$ cat config.mk
export PLATFORM = sky130hd
export DESIGN_NAME = rtc_calendar
export DESIGN_NICKNAME = d
export VERILOG_FILES = /design/src/core/rtc_pkg.sv /design/src/core/rtc_calendar.sv
export VERILOG_INCLUDE_DIRS = /design/src /design/src/core
export SDC_FILE = /design/constraint.sdc
export NUM_CORES = 1
export LEC_CHECK = 0
export ABC_AREA = 0
export ABC_CLOCK_PERIOD_IN_PS = 3400
export BUFFER_PORTS_ARGS = -buffer_cell sky130_fd_sc_hd__buf_2
export CORE_MARGIN = 2
export CORE_UTILIZATION = 50
export DETAILED_ROUTE_END_ITERATION = 8
export PLACE_DENSITY = 0.67
export REMOVE_ABC_BUFFERS = 1
export SYNTH_ARGS = -nofsm -noshare
export SYNTH_HDL_FRONTEND = slang
export SYNTH_SLANG_ARGS = --single-unit
$ cat constraint.sdc
create_clock -name clock -period 3.4 [get_ports clock]
set_input_delay 0.17 -clock clock [delete_from_list [all_inputs] [get_ports clock]]
set_output_delay 0.17 -clock clock [all_outputs]
set_load 0.03 [all_outputs]
$ cat src/core/rtc_cfg.svh
`ifndef RTC_CFG_SVH
`define RTC_CFG_SVH
// Clock and time figures.
`define RTC_CLK_HZ 50000000
`define RTC_OSC_HZ 32768
`define RTC_ALARM_PULSE_MS 250
`define RTC_ALARM_PULSE_CYC (`RTC_ALARM_PULSE_MS * (`RTC_CLK_HZ / 1000))
`define RTC_I2C_ADDR 7'h50
// Register indices on the serial port.
`define RTC_IDX_SEC 4'h0
`define RTC_IDX_MIN 4'h1
`define RTC_IDX_HOUR 4'h2
`define RTC_IDX_DATE 4'h3
`define RTC_IDX_MONTH 4'h4
`define RTC_IDX_YEAR 4'h5
`define RTC_IDX_DOW 4'h6
`define RTC_IDX_STATUS 4'h7
`define RTC_IDX_CTRL 4'h8
`define RTC_IDX_FREQ 4'h9
`define RTC_IDX_ALM0 4'hA
// Field positions.
`define RTC_ST_ALARM 0
`define RTC_ST_FAIL 1
`define RTC_CT_LOWPWR 0
`define RTC_CT_AUTOCLR 1
`define RTC_CT_ALMEN 2
`define RTC_CT_PULSE 3
`define RTC_CT_FOUTEN 4
`define RTC_ALM_EN 7
// Reset values.
`define RTC_CTRL_RST 8'h00
`define RTC_FREQ_RST 4'h0
`endif

$ cat src/core/rtc_pkg.sv
package rtc_pkg;
  typedef struct packed {
    logic [7:0] sec;
    logic [7:0] min;
    logic [7:0] hour;
    logic [7:0] date;
    logic [7:0] month;
    logic [7:0] year;
    logic [7:0] dow;
  } time_s;
  typedef struct packed {
    logic [7:0] sec;
    logic [7:0] min;
    logic [7:0] hour;
    logic [7:0] date;
    logic [7:0] month;
    logic [7:0] dow;
  } alarm_s;
  typedef enum logic [2:0] {
    LK_IDLE, LK_ADDR, LK_ACK_A, LK_WR, LK_ACK_W, LK_RD, LK_ACK_R
  } link_state_e;
endpackage : rtc_pkg

$ cat src/core/rtc_calendar.sv
`include "rtc_cfg.svh"
module rtc_calendar #(
  parameter int PULSE_CYC = `RTC_ALARM_PULSE_CYC,
  parameter int OSC_HZ = `RTC_OSC_HZ
) (
  // Clock and reset.
  input wire logic clock,
  input wire logic sys_rst,
  // Crystal pins and supply state.
  input wire logic osc_in,
  output logic osc_out,
  input wire logic on_backup,
  // Serial port.
  input wire logic scl_i,
  input wire logic sda_i,
  output logic sda_o,
  output logic sda_oe,
  // Open-drain outputs, pin low while the enable is high.
  output logic irq_o,
  output logic irq_oe,
  output logic freq_out_pin_o,
  output logic freq_out_pin_oe,
  // Status seen by the local system.
  output logic low_power_select,
  output logic alarm_flag
);
  localparam logic [6:0] DEV_ADDR = `RTC_I2C_ADDR;

  function automatic logic [7:0] days_in(input logic [7:0] m, input logic [7:0] y);
    case (m)
      8'h02: days_in = (y[1:0] == 2'h0) ? 8'h1D : 8'h1C;
      8'h04, 8'h06, 8'h09, 8'h0B: days_in = 8'h1E;
      default: days_in = 8'h1F;
    endcase
  endfunction : days_in

  function automatic logic field_ok(input logic [7:0] a, input logic [7:0] t);
    field_ok = !a[`RTC_ALM_EN] || (a[6:0] == t[6:0]);
  endfunction : field_ok

  // Pin synchronisers: first stage feeds only the second.
  logic [2:0] osc_sy, scl_sy, sda_sy;
  logic [1:0] bak_sy;
  always_ff @(posedge clock) begin
    osc_sy <= {osc_sy[1:0], osc_in};
    scl_sy <= {scl_sy[1:0], scl_i};
    sda_sy <= {sda_sy[1:0], sda_i};
    bak_sy <= {bak_sy[0], on_backup};
  end
  wire osc_tick = osc_sy[1] && !osc_sy[2];
  wire scl_rise = scl_sy[1] && !scl_sy[2];
  wire scl_fall = !scl_sy[1] && scl_sy[2];
  wire start_c = scl_sy[1] && scl_sy[2] && sda_sy[2] && !sda_sy[1];
  wire stop_c = scl_sy[1] && scl_sy[2] && !sda_sy[2] && sda_sy[1];
  wire backup = bak_sy[1];

  // Link state.
  rtc_pkg::link_state_e st_reg, st_next;
  logic [3:0] bit_reg, bit_next;
  logic [7:0] sh_reg, sh_next, out_reg, out_next, ptr_reg, ptr_next;
  logic first_reg, first_next, sda_oe_reg, sda_oe_next, nack_reg, nack_next;
  logic wr_reg, wr_next, rd_st_reg, rd_st_next;
  logic [7:0] wa_reg, wa_next, wd_reg, wd_next;
  rtc_pkg::time_s snap_reg, snap_next;

  // Clock state.
  rtc_pkg::time_s tm_reg, tm_next;
  rtc_pkg::alarm_s al_reg, al_next;
  logic [14:0] pre_reg, pre_next;
  logic [7:0] ctrl_reg, ctrl_next;
  logic [3:0] frq_reg, frq_next;
  logic run_reg, run_next, flag_reg, flag_next, match_reg, match_next;
  logic [31:0] pcnt_reg, pcnt_next;
  logic irq_oe_reg, irq_oe_next, fo_oe_reg, fo_oe_next;

  function automatic logic [7:0] reg_read(input logic [7:0] a);
    case (a[3:0])
      `RTC_IDX_SEC: reg_read = snap_reg.sec;
      `RTC_IDX_MIN: reg_read = snap_reg.min;
      `RTC_IDX_HOUR: reg_read = snap_reg.hour;
      `RTC_IDX_DATE: reg_read = snap_reg.date;
      `RTC_IDX_MONTH: reg_read = snap_reg.month;
      `RTC_IDX_YEAR: reg_read = snap_reg.year;
      `RTC_IDX_DOW: reg_read = snap_reg.dow;
      `RTC_IDX_STATUS: reg_read = {6'h00, !run_reg, flag_reg};
      `RTC_IDX_CTRL: reg_read = ctrl_reg;
      `RTC_IDX_FREQ: reg_read = {4'h0, frq_reg};
      4'hA: reg_read = al_reg.sec;
      4'hB: reg_read = al_reg.min;
      4'hC: reg_read = al_reg.hour;
      4'hD: reg_read = al_reg.date;
      4'hE: reg_read = al_reg.month;
      default: reg_read = al_reg.dow;
    endcase
  endfunction : reg_read

  always_comb begin
    st_next = st_reg;
    bit_next = bit_reg;
    sh_next = sh_reg;
    out_next = out_reg;
    ptr_next = ptr_reg;
    first_next = first_reg;
    sda_oe_next = sda_oe_reg;
    nack_next = nack_reg;
    wr_next = 1'b0;
    rd_st_next = 1'b0;
    wa_next = wa_reg;
    wd_next = wd_reg;
    snap_next = snap_reg;
    if (backup || stop_c) begin
      st_next = rtc_pkg::LK_IDLE;
      sda_oe_next = 1'b0;
    end else if (start_c) begin
      st_next = rtc_pkg::LK_ADDR;
      bit_next = 4'h0;
      sda_oe_next = 1'b0;
      snap_next = tm_reg;
    end else if (scl_rise && st_reg != rtc_pkg::LK_IDLE) begin
      sh_next = {sh_reg[6:0], sda_sy[1]};
      bit_next = bit_reg + 4'h1;
      nack_next = sda_sy[1];
    end else if (scl_fall) begin
      case (st_reg)
        rtc_pkg::LK_ADDR: begin
          if (bit_reg == 4'h8) begin
            if (sh_reg[7:1] == DEV_ADDR) begin
              st_next = rtc_pkg::LK_ACK_A;
              sda_oe_next = 1'b1;
            end else begin
              st_next = rtc_pkg::LK_IDLE;
            end
          end
        end
        rtc_pkg::LK_ACK_A: begin
          bit_next = 4'h0;
          // The acknowledge clock has already shifted one more bit in behind the read flag.
          if (sh_reg[1]) begin
            st_next = rtc_pkg::LK_RD;
            out_next = reg_read(ptr_reg);
            rd_st_next = (ptr_reg[3:0] == `RTC_IDX_STATUS);
            sda_oe_next = !out_next[7];
          end else begin
            st_next = rtc_pkg::LK_WR;
            first_next = 1'b1;
            sda_oe_next = 1'b0;
          end
        end
        rtc_pkg::LK_WR: begin
          if (bit_reg == 4'h8) begin
            st_next = rtc_pkg::LK_ACK_W;
            sda_oe_next = 1'b1;
            first_next = 1'b0;
            if (first_reg) begin
              ptr_next = {4'h0, sh_reg[3:0]};
            end else begin
              wr_next = 1'b1;
              wa_next = ptr_reg;
              wd_next = sh_reg;
              ptr_next = {4'h0, ptr_reg[3:0] + 4'h1};
            end
          end
        end
        rtc_pkg::LK_ACK_W: begin
          st_next = rtc_pkg::LK_WR;
          bit_next = 4'h0;
          sda_oe_next = 1'b0;
        end
        rtc_pkg::LK_RD: begin
          if (bit_reg == 4'h8) begin
            st_next = rtc_pkg::LK_ACK_R;
            sda_oe_next = 1'b0;
          end else begin
            out_next = {out_reg[6:0], 1'b0};
            sda_oe_next = !out_reg[6];
          end
        end
        rtc_pkg::LK_ACK_R: begin
          bit_next = 4'h0;
          if (nack_reg) begin
            st_next = rtc_pkg::LK_IDLE;
          end else begin
            st_next = rtc_pkg::LK_RD;
            ptr_next = {4'h0, ptr_reg[3:0] + 4'h1};
            out_next = reg_read(ptr_next);
            rd_st_next = (ptr_next[3:0] == `RTC_IDX_STATUS);
            sda_oe_next = !out_next[7];
          end
        end
        default: st_next = rtc_pkg::LK_IDLE;
      endcase
    end
  end

  always_ff @(posedge clock) begin
    if (sys_rst) begin
      st_reg <= rtc_pkg::LK_IDLE;
      bit_reg <= 4'h0;
      sh_reg <= 8'h00;
      out_reg <= 8'h00;
      ptr_reg <= 8'h00;
      first_reg <= 1'b0;
      sda_oe_reg <= 1'b0;
      nack_reg <= 1'b0;
      wr_reg <= 1'b0;
      rd_st_reg <= 1'b0;
      wa_reg <= 8'h00;
      wd_reg <= 8'h00;
      snap_reg <= '0;
    end else begin
      st_reg <= st_next;
      bit_reg <= bit_next;
      sh_reg <= sh_next;
      out_reg <= out_next;
      ptr_reg <= ptr_next;
      first_reg <= first_next;
      sda_oe_reg <= sda_oe_next;
      nack_reg <= nack_next;
      wr_reg <= wr_next;
      rd_st_reg <= rd_st_next;
      wa_reg <= wa_next;
      wd_reg <= wd_next;
      snap_reg <= snap_next;
    end
  end

  // Timekeeping, alarm and frequency output.
  wire sec_tick = osc_tick && (pre_reg == 15'(OSC_HZ - 1));
  wire time_wr = wr_reg && (wa_reg[3:0] <= `RTC_IDX_DOW);
  wire alm_on = ctrl_reg[`RTC_CT_ALMEN] && !ctrl_reg[`RTC_CT_FOUTEN];
  wire match_now = field_ok(al_reg.sec, tm_reg.sec) && field_ok(al_reg.min, tm_reg.min) &&
    field_ok(al_reg.hour, tm_reg.hour) && field_ok(al_reg.date, tm_reg.date) &&
    field_ok(al_reg.month, tm_reg.month) && field_ok(al_reg.dow, tm_reg.dow);
  wire alarm_ev = alm_on && match_now && !match_reg;

  always_comb begin
    tm_next = tm_reg;
    al_next = al_reg;
    pre_next = pre_reg;
    ctrl_next = ctrl_reg;
    frq_next = frq_reg;
    run_next = run_reg || time_wr;
    flag_next = flag_reg;
    match_next = match_now;
    pcnt_next = (pcnt_reg != 0) ? pcnt_reg - 1 : 0;
    if (osc_tick) begin
      pre_next = (pre_reg == 15'(OSC_HZ - 1)) ? 15'h0000 : pre_reg + 15'h0001;
    end
    if (sec_tick && run_reg) begin
      tm_next.sec = tm_reg.sec + 8'h01;
      if (tm_reg.sec == 8'h3B) begin
        tm_next.sec = 8'h00;
        tm_next.min = tm_reg.min + 8'h01;
        if (tm_reg.min == 8'h3B) begin
          tm_next.min = 8'h00;
          tm_next.hour = tm_reg.hour + 8'h01;
          if (tm_reg.hour == 8'h17) begin
            tm_next.hour = 8'h00;
            tm_next.dow = (tm_reg.dow == 8'h06) ? 8'h00 : tm_reg.dow + 8'h01;
            tm_next.date = tm_reg.date + 8'h01;
            if (tm_reg.date >= days_in(tm_reg.month, tm_reg.year)) begin
              tm_next.date = 8'h01;
              tm_next.month = tm_reg.month + 8'h01;
              if (tm_reg.month >= 8'h0C) begin
                tm_next.month = 8'h01;
                tm_next.year = (tm_reg.year >= 8'h63) ? 8'h00 : tm_reg.year + 8'h01;
              end
            end
          end
        end
      end
    end
    if (wr_reg) begin
      case (wa_reg[3:0])
        `RTC_IDX_SEC: tm_next.sec = wd_reg;
        `RTC_IDX_MIN: tm_next.min = wd_reg;
        `RTC_IDX_HOUR: tm_next.hour = wd_reg;
        `RTC_IDX_DATE: tm_next.date = wd_reg;
        `RTC_IDX_MONTH: tm_next.month = wd_reg;
        `RTC_IDX_YEAR: tm_next.year = wd_reg;
        `RTC_IDX_DOW: tm_next.dow = wd_reg;
        `RTC_IDX_STATUS: flag_next = flag_reg && wd_reg[`RTC_ST_ALARM];
        `RTC_IDX_CTRL: ctrl_next = wd_reg;
        `RTC_IDX_FREQ: frq_next = wd_reg[3:0];
        4'hA: al_next.sec = wd_reg;
        4'hB: al_next.min = wd_reg;
        4'hC: al_next.hour = wd_reg;
        4'hD: al_next.date = wd_reg;
        4'hE: al_next.month = wd_reg;
        default: al_next.dow = wd_reg;
      endcase
    end
    if (rd_st_reg && ctrl_reg[`RTC_CT_AUTOCLR]) begin
      flag_next = 1'b0;
    end
    if (alarm_ev) begin
      flag_next = 1'b1;
      if (ctrl_reg[`RTC_CT_PULSE]) begin
        pcnt_next = PULSE_CYC;
      end
    end
    if (!alm_on) begin
      pcnt_next = 0;
    end
    irq_oe_next = ctrl_reg[`RTC_CT_PULSE] ? (pcnt_next != 0) : (flag_next && alm_on);
    fo_oe_next = ctrl_reg[`RTC_CT_FOUTEN] && (frq_reg != 4'h0) && !pre_reg[frq_reg - 4'h1];
  end

  always_ff @(posedge clock) begin
    if (sys_rst) begin
      tm_reg <= '0;
      al_reg <= '0;
      pre_reg <= 15'h0000;
      ctrl_reg <= `RTC_CTRL_RST;
      frq_reg <= `RTC_FREQ_RST;
      run_reg <= 1'b0;
      flag_reg <= 1'b0;
      match_reg <= 1'b0;
      pcnt_reg <= 0;
      irq_oe_reg <= 1'b0;
      fo_oe_reg <= 1'b0;
    end else begin
      tm_reg <= tm_next;
      al_reg <= al_next;
      pre_reg <= pre_next;
      ctrl_reg <= ctrl_next;
      frq_reg <= frq_next;
      run_reg <= run_next;
      flag_reg <= flag_next;
      match_reg <= match_next;
      pcnt_reg <= pcnt_next;
      irq_oe_reg <= irq_oe_next;
      fo_oe_reg <= fo_oe_next;
    end
  end

  // The open-drain data lines only ever drive low.
  always_ff @(posedge clock) begin
    osc_out <= !osc_sy[1];
    sda_o <= 1'b0;
    irq_o <= 1'b0;
    freq_out_pin_o <= 1'b0;
  end
  assign sda_oe = sda_oe_reg;
  assign irq_oe = irq_oe_reg;
  assign freq_out_pin_oe = fo_oe_reg;
  assign low_power_select = ctrl_reg[`RTC_CT_LOWPWR];
  assign alarm_flag = flag_reg;
endmodule : rtc_calendar

==> impl_metrics.py, run 1 <==
metrics = {
    "worst_setup_path": {
        "crit_slowest_cell": "or4_1",
        "cp.depth": 10,
        "r2r-start": "tm_reg[20]",
        "crit_required_ns": 3.85,
        "critPathLaunch": "tm_reg[20]",
        "reg2reg_slack_ns": 0.24,
        "reg2reg_depth": 10,
        "arrival_ns": 3.61,
        "cp_top_family": "simple AND/OR/NAND/NOR gates",
        "critPathCaptureType": "register",
        "worst-path-buf-inv": 1,
        "cp_slowest_stage_delay_ns": 0.63,
        "r2r_end": "tm_reg[29]",
        "crit_path_start_kind": "register",
        "endpoint": "tm_reg[29]",
        "cp_cell_sequence": "or4_1 -> a21oi_1 -> nand3_1 -> ha_1 -> nand2b_1 -> a21o_1 -> a2111o_1 -> buf_4 -> or3_1 -> a311oi_1",
        "critical_path_class": "reg2reg",
        "crit_fanout": 6,
    },
    "timing": {
        "finalHoldViolations": 0,
        "period_minus_slack_ns": 3.16,
        "setup_tns_ns": 0,
        "clock.fmax_mhz": 317,
        "drv_slew": 0,
        "holdWs_ns": 0.109,
        "setup_ws_ns": 0.240,
        "slew_headroom_pct": 23.6,
        "setup_violations": 0,
        "clock_skew_ns": 0.0110,
        "period_share_pct": 92.9,
        "tightest_slew_ns": 1.14,
        "grt_setup_unrepaired": "false",
    },
    "global_routing": {
        "grt_util_all_layers_pct": 31.3,
        "grt_start_max_net_pins": 91,
        "grt.overflow.total": 0,
        "antenna_found_initial": 0,
        "grt_pass1_vias": 13604,
        "grt_pass1_wl_mm": 78.3,
    },
    "die": {
        "die_w_um": 178,
        "core_area_um2": 29800,
        "initial_core_util_pct": 51.0,
        "row_count": 63,
        "io_pins": 15,
        "dieHeight_um": 178,
        "die-area_um2": 31800,
    },
    "cts": {
        "clk_latency_ns": 0.56,
        "clock-root-buffer": "clkbuf_16",
        "path_clk_slew_ns": 0.07,
        "cts_buffers": 31,
        "ctsHtreeMaxLevel": 1,
        "cts_resized": 0,
        "clock-sinks": 278,
        "clockBufferDepth": 3,
        "cts_tree": "built",
    },
    "yosys": {
        "synth_adder_area_share_pct": 2.06,
        "ys_seq_area_share_pct": 36.6,
        "synth_mux_area_share_pct": 6.72,
        "synth_top_family_by_area": "simple AND/OR/NAND/NOR gates",
        "synth_edf_count": 0,
        "ys.flop_type": "dfxtp_1",
        "synth_xor_area_share_pct": 5.41,
        "synthCells": 1891,
        "synth_warnings": 0,
        "synthSimpleGateAreaFrac_pct": 24.6,
        "synth_cell_types": 86,
        "synthArstFlopShare_pct": 0,
        "syn_avg_cell_area_um2": 8.04,
        "synth-compound-area-share_pct": 20.1,
        "synth_seq_cells": 278,
        "netlist_area_um2": 15200,
    },
    "placement": {
        "dp_hpwl_mm": 34.9,
        "gp_congestion": 0.982,
        "portBuffers": 11,
        "placed_cells": 2224,
        "place_ws_ns": 0.175,
    },
    "cells_and_area": {
        "antenna_cells": 0,
        "final_common_cell": "dfxtp_1",
        "final_cells": 2285,
        "final_cell_mix": "dfxtp_1, nand2_1, nor2_1, a21oi_1, mux2i_1",
        "drive_above_1_share_pct": 9.39,
        "area_growth_pct": 12.3,
        "fin_nets": 1903,
    },
    "power_and_ir_drop": {
        "p_leak_nw": 6.08,
        "peakVddDrop_uv": 382,
        "powerDensity_nw_per_um2": 422,
        "total_power_mw": 7.21,
    },
    "drt": {
        "dr.first_iter.drc_count": 1993,
        "drc": 0,
        "routed_via_density": 6.45,
        "drtPass1Iterations": 7,
        "routed_wl_mm": 50.3,
        "wl_per_cell_um": 22.0,
        "num_vias": 14744,
        "antenna_left": 0,
    },
    "worst_hold_path": {
        "hp-class": "in2reg",
    },
    "run": {
        "maxCapViolCount": 0,
    },
    "run_status": {
        "status": "finished, final reports clean",
    },
}
synthesized netlist by cell type (16+ instances only):
master	count	area (um2)
or3_1	16	100
a211oi_1	29	218
a222oi_1	19	190
nand3_1	70	350
nor2b_1	23	144
o21ai_0	66	330
mux2i_1	83	831
a311oi_1	16	140
nor3_1	52	260
clkbuf_1	123	462
dfxtp_1	278	5570
nand4_1	36	225
nand2_1	232	871
a21oi_1	123	616
ha_1	25	313
a22oi_1	31	233
inv_1	30	113
xor2_1	42	368
a31oi_1	17	106
nor2_1	221	830
xnor2_1	52	455
nand3b_1	16	120
nand2b_1	16	100
per-layer routing:
metal | GRT usage, % | wire, um
met1 | 43.9 | 21900
met2 | 47.3 | 21600
met3 | 6.97 | 4840
met4 | 11.0 | 1950
met5 | 0 | 0
how the worst min path moves through the flow:
stage                     cells after the start          to  startpoint  slack [ns]
after CTS                                     2  al_reg[23]     sys_rst        0.12
after floorplan                               0   bak_sy[0]   on_backup        0.20
final                                         2  tm_reg[30]     sys_rst        0.11
after global routing                          2  al_reg[23]     sys_rst        0.15
after detailed placement                      1   scl_sy[0]       scl_i        0.27
after global placement                        1   osc_sy[0]      osc_in        0.27
logic make-up after synthesis:
group                    count (synthesis)
AO/OA/AOI/OAI                          443
XOR/XNOR                                94
adder cells (fa/ha/maj)                 25
buffers and inverters                  176
flip-flops                             278
multiplexers                            94
other                                    1
AND/OR/NAND/NOR                        780
report_power, final:
group,switching [mW],internal (mW)
Sequential,0.00963,3.27
Combinational,0.0729,0.0227
Clock,1.40,2.44
Total,1.48,5.73
through the flow:
stage	utilization, %	cell area, um2
floorplan	-	14600
detailed placement	53.2	15900
finish	57.3	17100
global placement	53.2	15900
CTS	57.3	17100
global route	57.3	17100
final cells by class:
| class | count | area [um2] |
|---|---|---|
| clock buffers | 39 | 846 |
| clock inverters | 17 | 325 |
| fillers | 2748 | 12700 |
| inverters | 31 | 116 |
| multi-input cells | 1439 | 9000 |
| flip-flops and latches | 278 | 5570 |
| well taps | 390 | 488 |
| repair buffers | 91 | 734 |
timing repair:
item / 4_1_cts / 5_1_grt
buffers inserted: 0 / 1
endpoints found under the hold margin: 4 / 0
setup endpoints to repair: 0 / 3
hold buffers: 4 / 0
Note: power is estimated with default switching activity, not from simulation.
==> inputs of run 2 (changes only) <==
--- a/config.mk
+++ b/config.mk
@@ -6,7 +6,7 @@
 export SDC_FILE = /design/constraint.sdc
 export NUM_CORES = 1
 export LEC_CHECK = 0
-export ABC_AREA = 0
+export ABC_AREA = 1
 export ABC_CLOCK_PERIOD_IN_PS = 3400
 export BUFFER_PORTS_ARGS = -buffer_cell sky130_fd_sc_hd__buf_2
 export CORE_MARGIN = 2
==> impl_metrics.py, run 2 <==
metrics = {
    "yosys": {
        "synthArstFlopShare_pct": 0,
        "synth_edf_count": 0,
        "synth_largest_area_cell": "dfxtp_1",
        "synth_cell_types": 66,
        "ys.flop_type": "dfxtp_1",
        "synth_seq_cells": 278,
        "synth_most_common_cell": "nand2_1",
        "netlist_area_um2": 15200,
        "ys_seq_area_share_pct": 36.6,
        "synth_commonest_cells": "nand2_1, inv_1, dfxtp_1",
        "synthCells": 2221,
        "synth_area_leaders": "dfxtp_1, nand2_1, a21oi_1",
        "syn_avg_cell_area_um2": 6.84,
        "synth_top_area_share_pct": 36.6,
        "synth_warnings": 0,
    },
    "cells_and_area": {
        "nFillCells": 2824,
        "final_cell_mix": "nand2_1, inv_1, dfxtp_1, nor2_1, a21oi_1",
        "final_cells": 2664,
        "fin_nets": 2278,
        "final_common_cell": "nand2_1",
        "multi_input_area_um2": 8120,
        "area_growth_pct": 13.6,
        "drive_above_1_share_pct": 8.40,
        "seqCellArea_um2": 5570,
    },
    "drt": {
        "drtPass1Iterations": 6,
        "drc": 0,
        "dr.first_iter.drc_count": 2054,
        "num_vias": 16003,
        "antenna_left": 0,
        "routed_via_density": 6.01,
        "routed_wl_mm": 60.6,
        "wl_per_cell_um": 22.7,
    },
    "die": {
        "core_area_um2": 29800,
        "dieHeight_um": 178,
        "initial_core_util_pct": 51.0,
        "row_count": 63,
        "io_pins": 15,
        "die-area_um2": 31800,
        "die_w_um": 178,
    },
    "power_and_ir_drop": {
        "p_leak_nw": 7.09,
        "peakVddDrop_uv": 393,
        "powerDensity_nw_per_um2": 458,
    },
    "placement": {
        "place_ws_ns": 0.323,
        "placed_cells": 2597,
        "portBuffers": 11,
        "gp_congestion": 1.09,
        "dp_hpwl_mm": 45.6,
    },
    "worst_setup_path": {
        "reg2reg_depth": 18,
        "critPathCaptureType": "register",
        "crit_fanout": 7,
        "arrival_ns": 3.53,
        "critical_path_class": "reg2reg",
        "crit_path_start_kind": "register",
        "crit_required_ns": 3.86,
    },
    "cts": {
        "clockBufferDepth": 3,
        "cts_setup_buffers": 0,
        "clock-sinks": 278,
        "clock-root-buffer": "clkbuf_16",
        "cts_tree": "built",
        "ctsHtreeMaxLevel": 2,
        "path_clk_slew_ns": 0.06,
        "cts_buffers": 34,
        "clk_latency_ns": 0.53,
    },
    "worst_hold_path": {
        "hp-class": "in2reg",
        "hold_depth": 3,
    },
    "global_routing": {
        "met3_usage_pct": 6.63,
        "grt.overflow.total": 0,
        "antenna_found_initial": 1,
        "grt_pass1_vias": 14387,
        "grt_start_max_net_pins": 98,
        "grt_use_met1_pct": 54.3,
        "grtUsageMet2_pct": 56.3,
        "busiest_layer": "met2",
        "grt_util_all_layers_pct": 38.0,
        "grt_pass1_wl_mm": 89.5,
    },
    "timing": {
        "setup_ws_ns": 0.338,
        "finalHoldViolations": 0,
        "tightest_slew_ns": 0.990,
        "slew_headroom_pct": 34.0,
        "clock.fmax_mhz": 327,
        "setup_violations": 0,
        "drv_slew": 0,
        "grt_setup_unrepaired": "false",
        "period_minus_slack_ns": 3.06,
        "period_share_pct": 90.1,
        "clock_skew_ns": 0.0268,
        "setup_tns_ns": 0,
    },
    "run_status": {
        "status": "finished, final reports clean",
    },
    "run": {
        "maxCapViolCount": 0,
    },
}
## run 2: cell count changes in the layout (fill, tap and decap cells not counted), moves of 21 or more
cell	delta
a21oi_1	+109
a22oi_1	-29
buf_4	-23
inv_1	+266
mux2i_1	-83
nand2_1	+133
nor2_1	+21
nor2b_1	-22
o211ai_1	+25
o21ai_0	+144
o22ai_1	+42
## run 2: layer usage
metal  share of wire (%)  wire (um)
met4                 4.5       2710
met3                 9.1       5520
met5               0.021         13
met2                  42      25500
met1                  44      26800
## run 2: kinds of logic after synthesis
| logic type | count (synthesis) | share of synthesized area [%] |
|---|---|---|
| buf+inv | 398 | 10.1 |
| simple gates | 832 | 24.0 |
| xor+xnor | 78 | 4.54 |
| other cells | 1 | 0.0247 |
| fa+ha+maj | 25 | 2.06 |
| compound gates | 609 | 22.6 |
| flops | 278 | 36.6 |
## run 2: what timing repair did
item                                    4_1_cts  5_1_grt
gates resized for setup                       0        2
endpoints found under the setup margin        0        4
endpoints found under the hold margin         4        0
hold buffers                                  4        0
## run 2: report_power, final
part	internal, mW	switching (mW)	leakage [nW]
Combinational	0.0408	0.130	4.17
Clock	2.92	1.52	0.679
Sequential	3.28	0.00989	2.25
Total	6.24	1.66	7.09
## run 2: cell type report
cell class	count	area share [%]
Clock buffer	42	5.76
Tap cell	390	2.83
Multi-Input combinational cell	1547	47.0
Sequential cell	278	32.2
Clock inverter	20	2.25
Antenna cell	1	0.0145
Inverter	321	7.01
Timing Repair Buffer	65	2.87
## run 2: final timing paths
kind / startpoint / to / slack (ns)
hold reg to reg: bak_sy[0] / bak_sy[1] / 0.33
hold / removal: sys_rst / pcnt_reg[11] / 0.23
setup / recovery: tm_reg[16] / tm_reg[8] / 0.34
setup reg to reg: tm_reg[16] / tm_reg[8] / 0.34
## run 2: critical path: stages, from the launching register on
cell and delay [ns]:
dfxtp_1 0.37, inv_1 0.15, ha_1 0.19, inv_1 0.07, o41ai_1 0.43, inv_1 0.09
ha_1 0.28, inv_1 0.03, a21boi_0 0.16, o21ai_0 0.12, nand3_2 0.16, inv_1 0.10
nor2_1 0.16, inv_2 0.08, nor2_4 0.18, nand3_1 0.11, o211ai_1 0.11, o211ai_1 0.12
inv_1 0.09
## run 2: stage by stage
step / util (%) / hold slack [ns] / power (mW) / area, um2
after global placement: 53.1 / 0.274 / 3.52 / 15800
after CTS: 57.9 / 0.236 / 7.91 / 17300
after floorplan: - / 0.198 / 3.45 / 14900
after detailed placement: 53.1 / 0.274 / 3.52 / 15800
after global routing: 57.9 / 0.253 / 8.06 / 17300
final: 57.9 / 0.227 / 7.90 / 17300
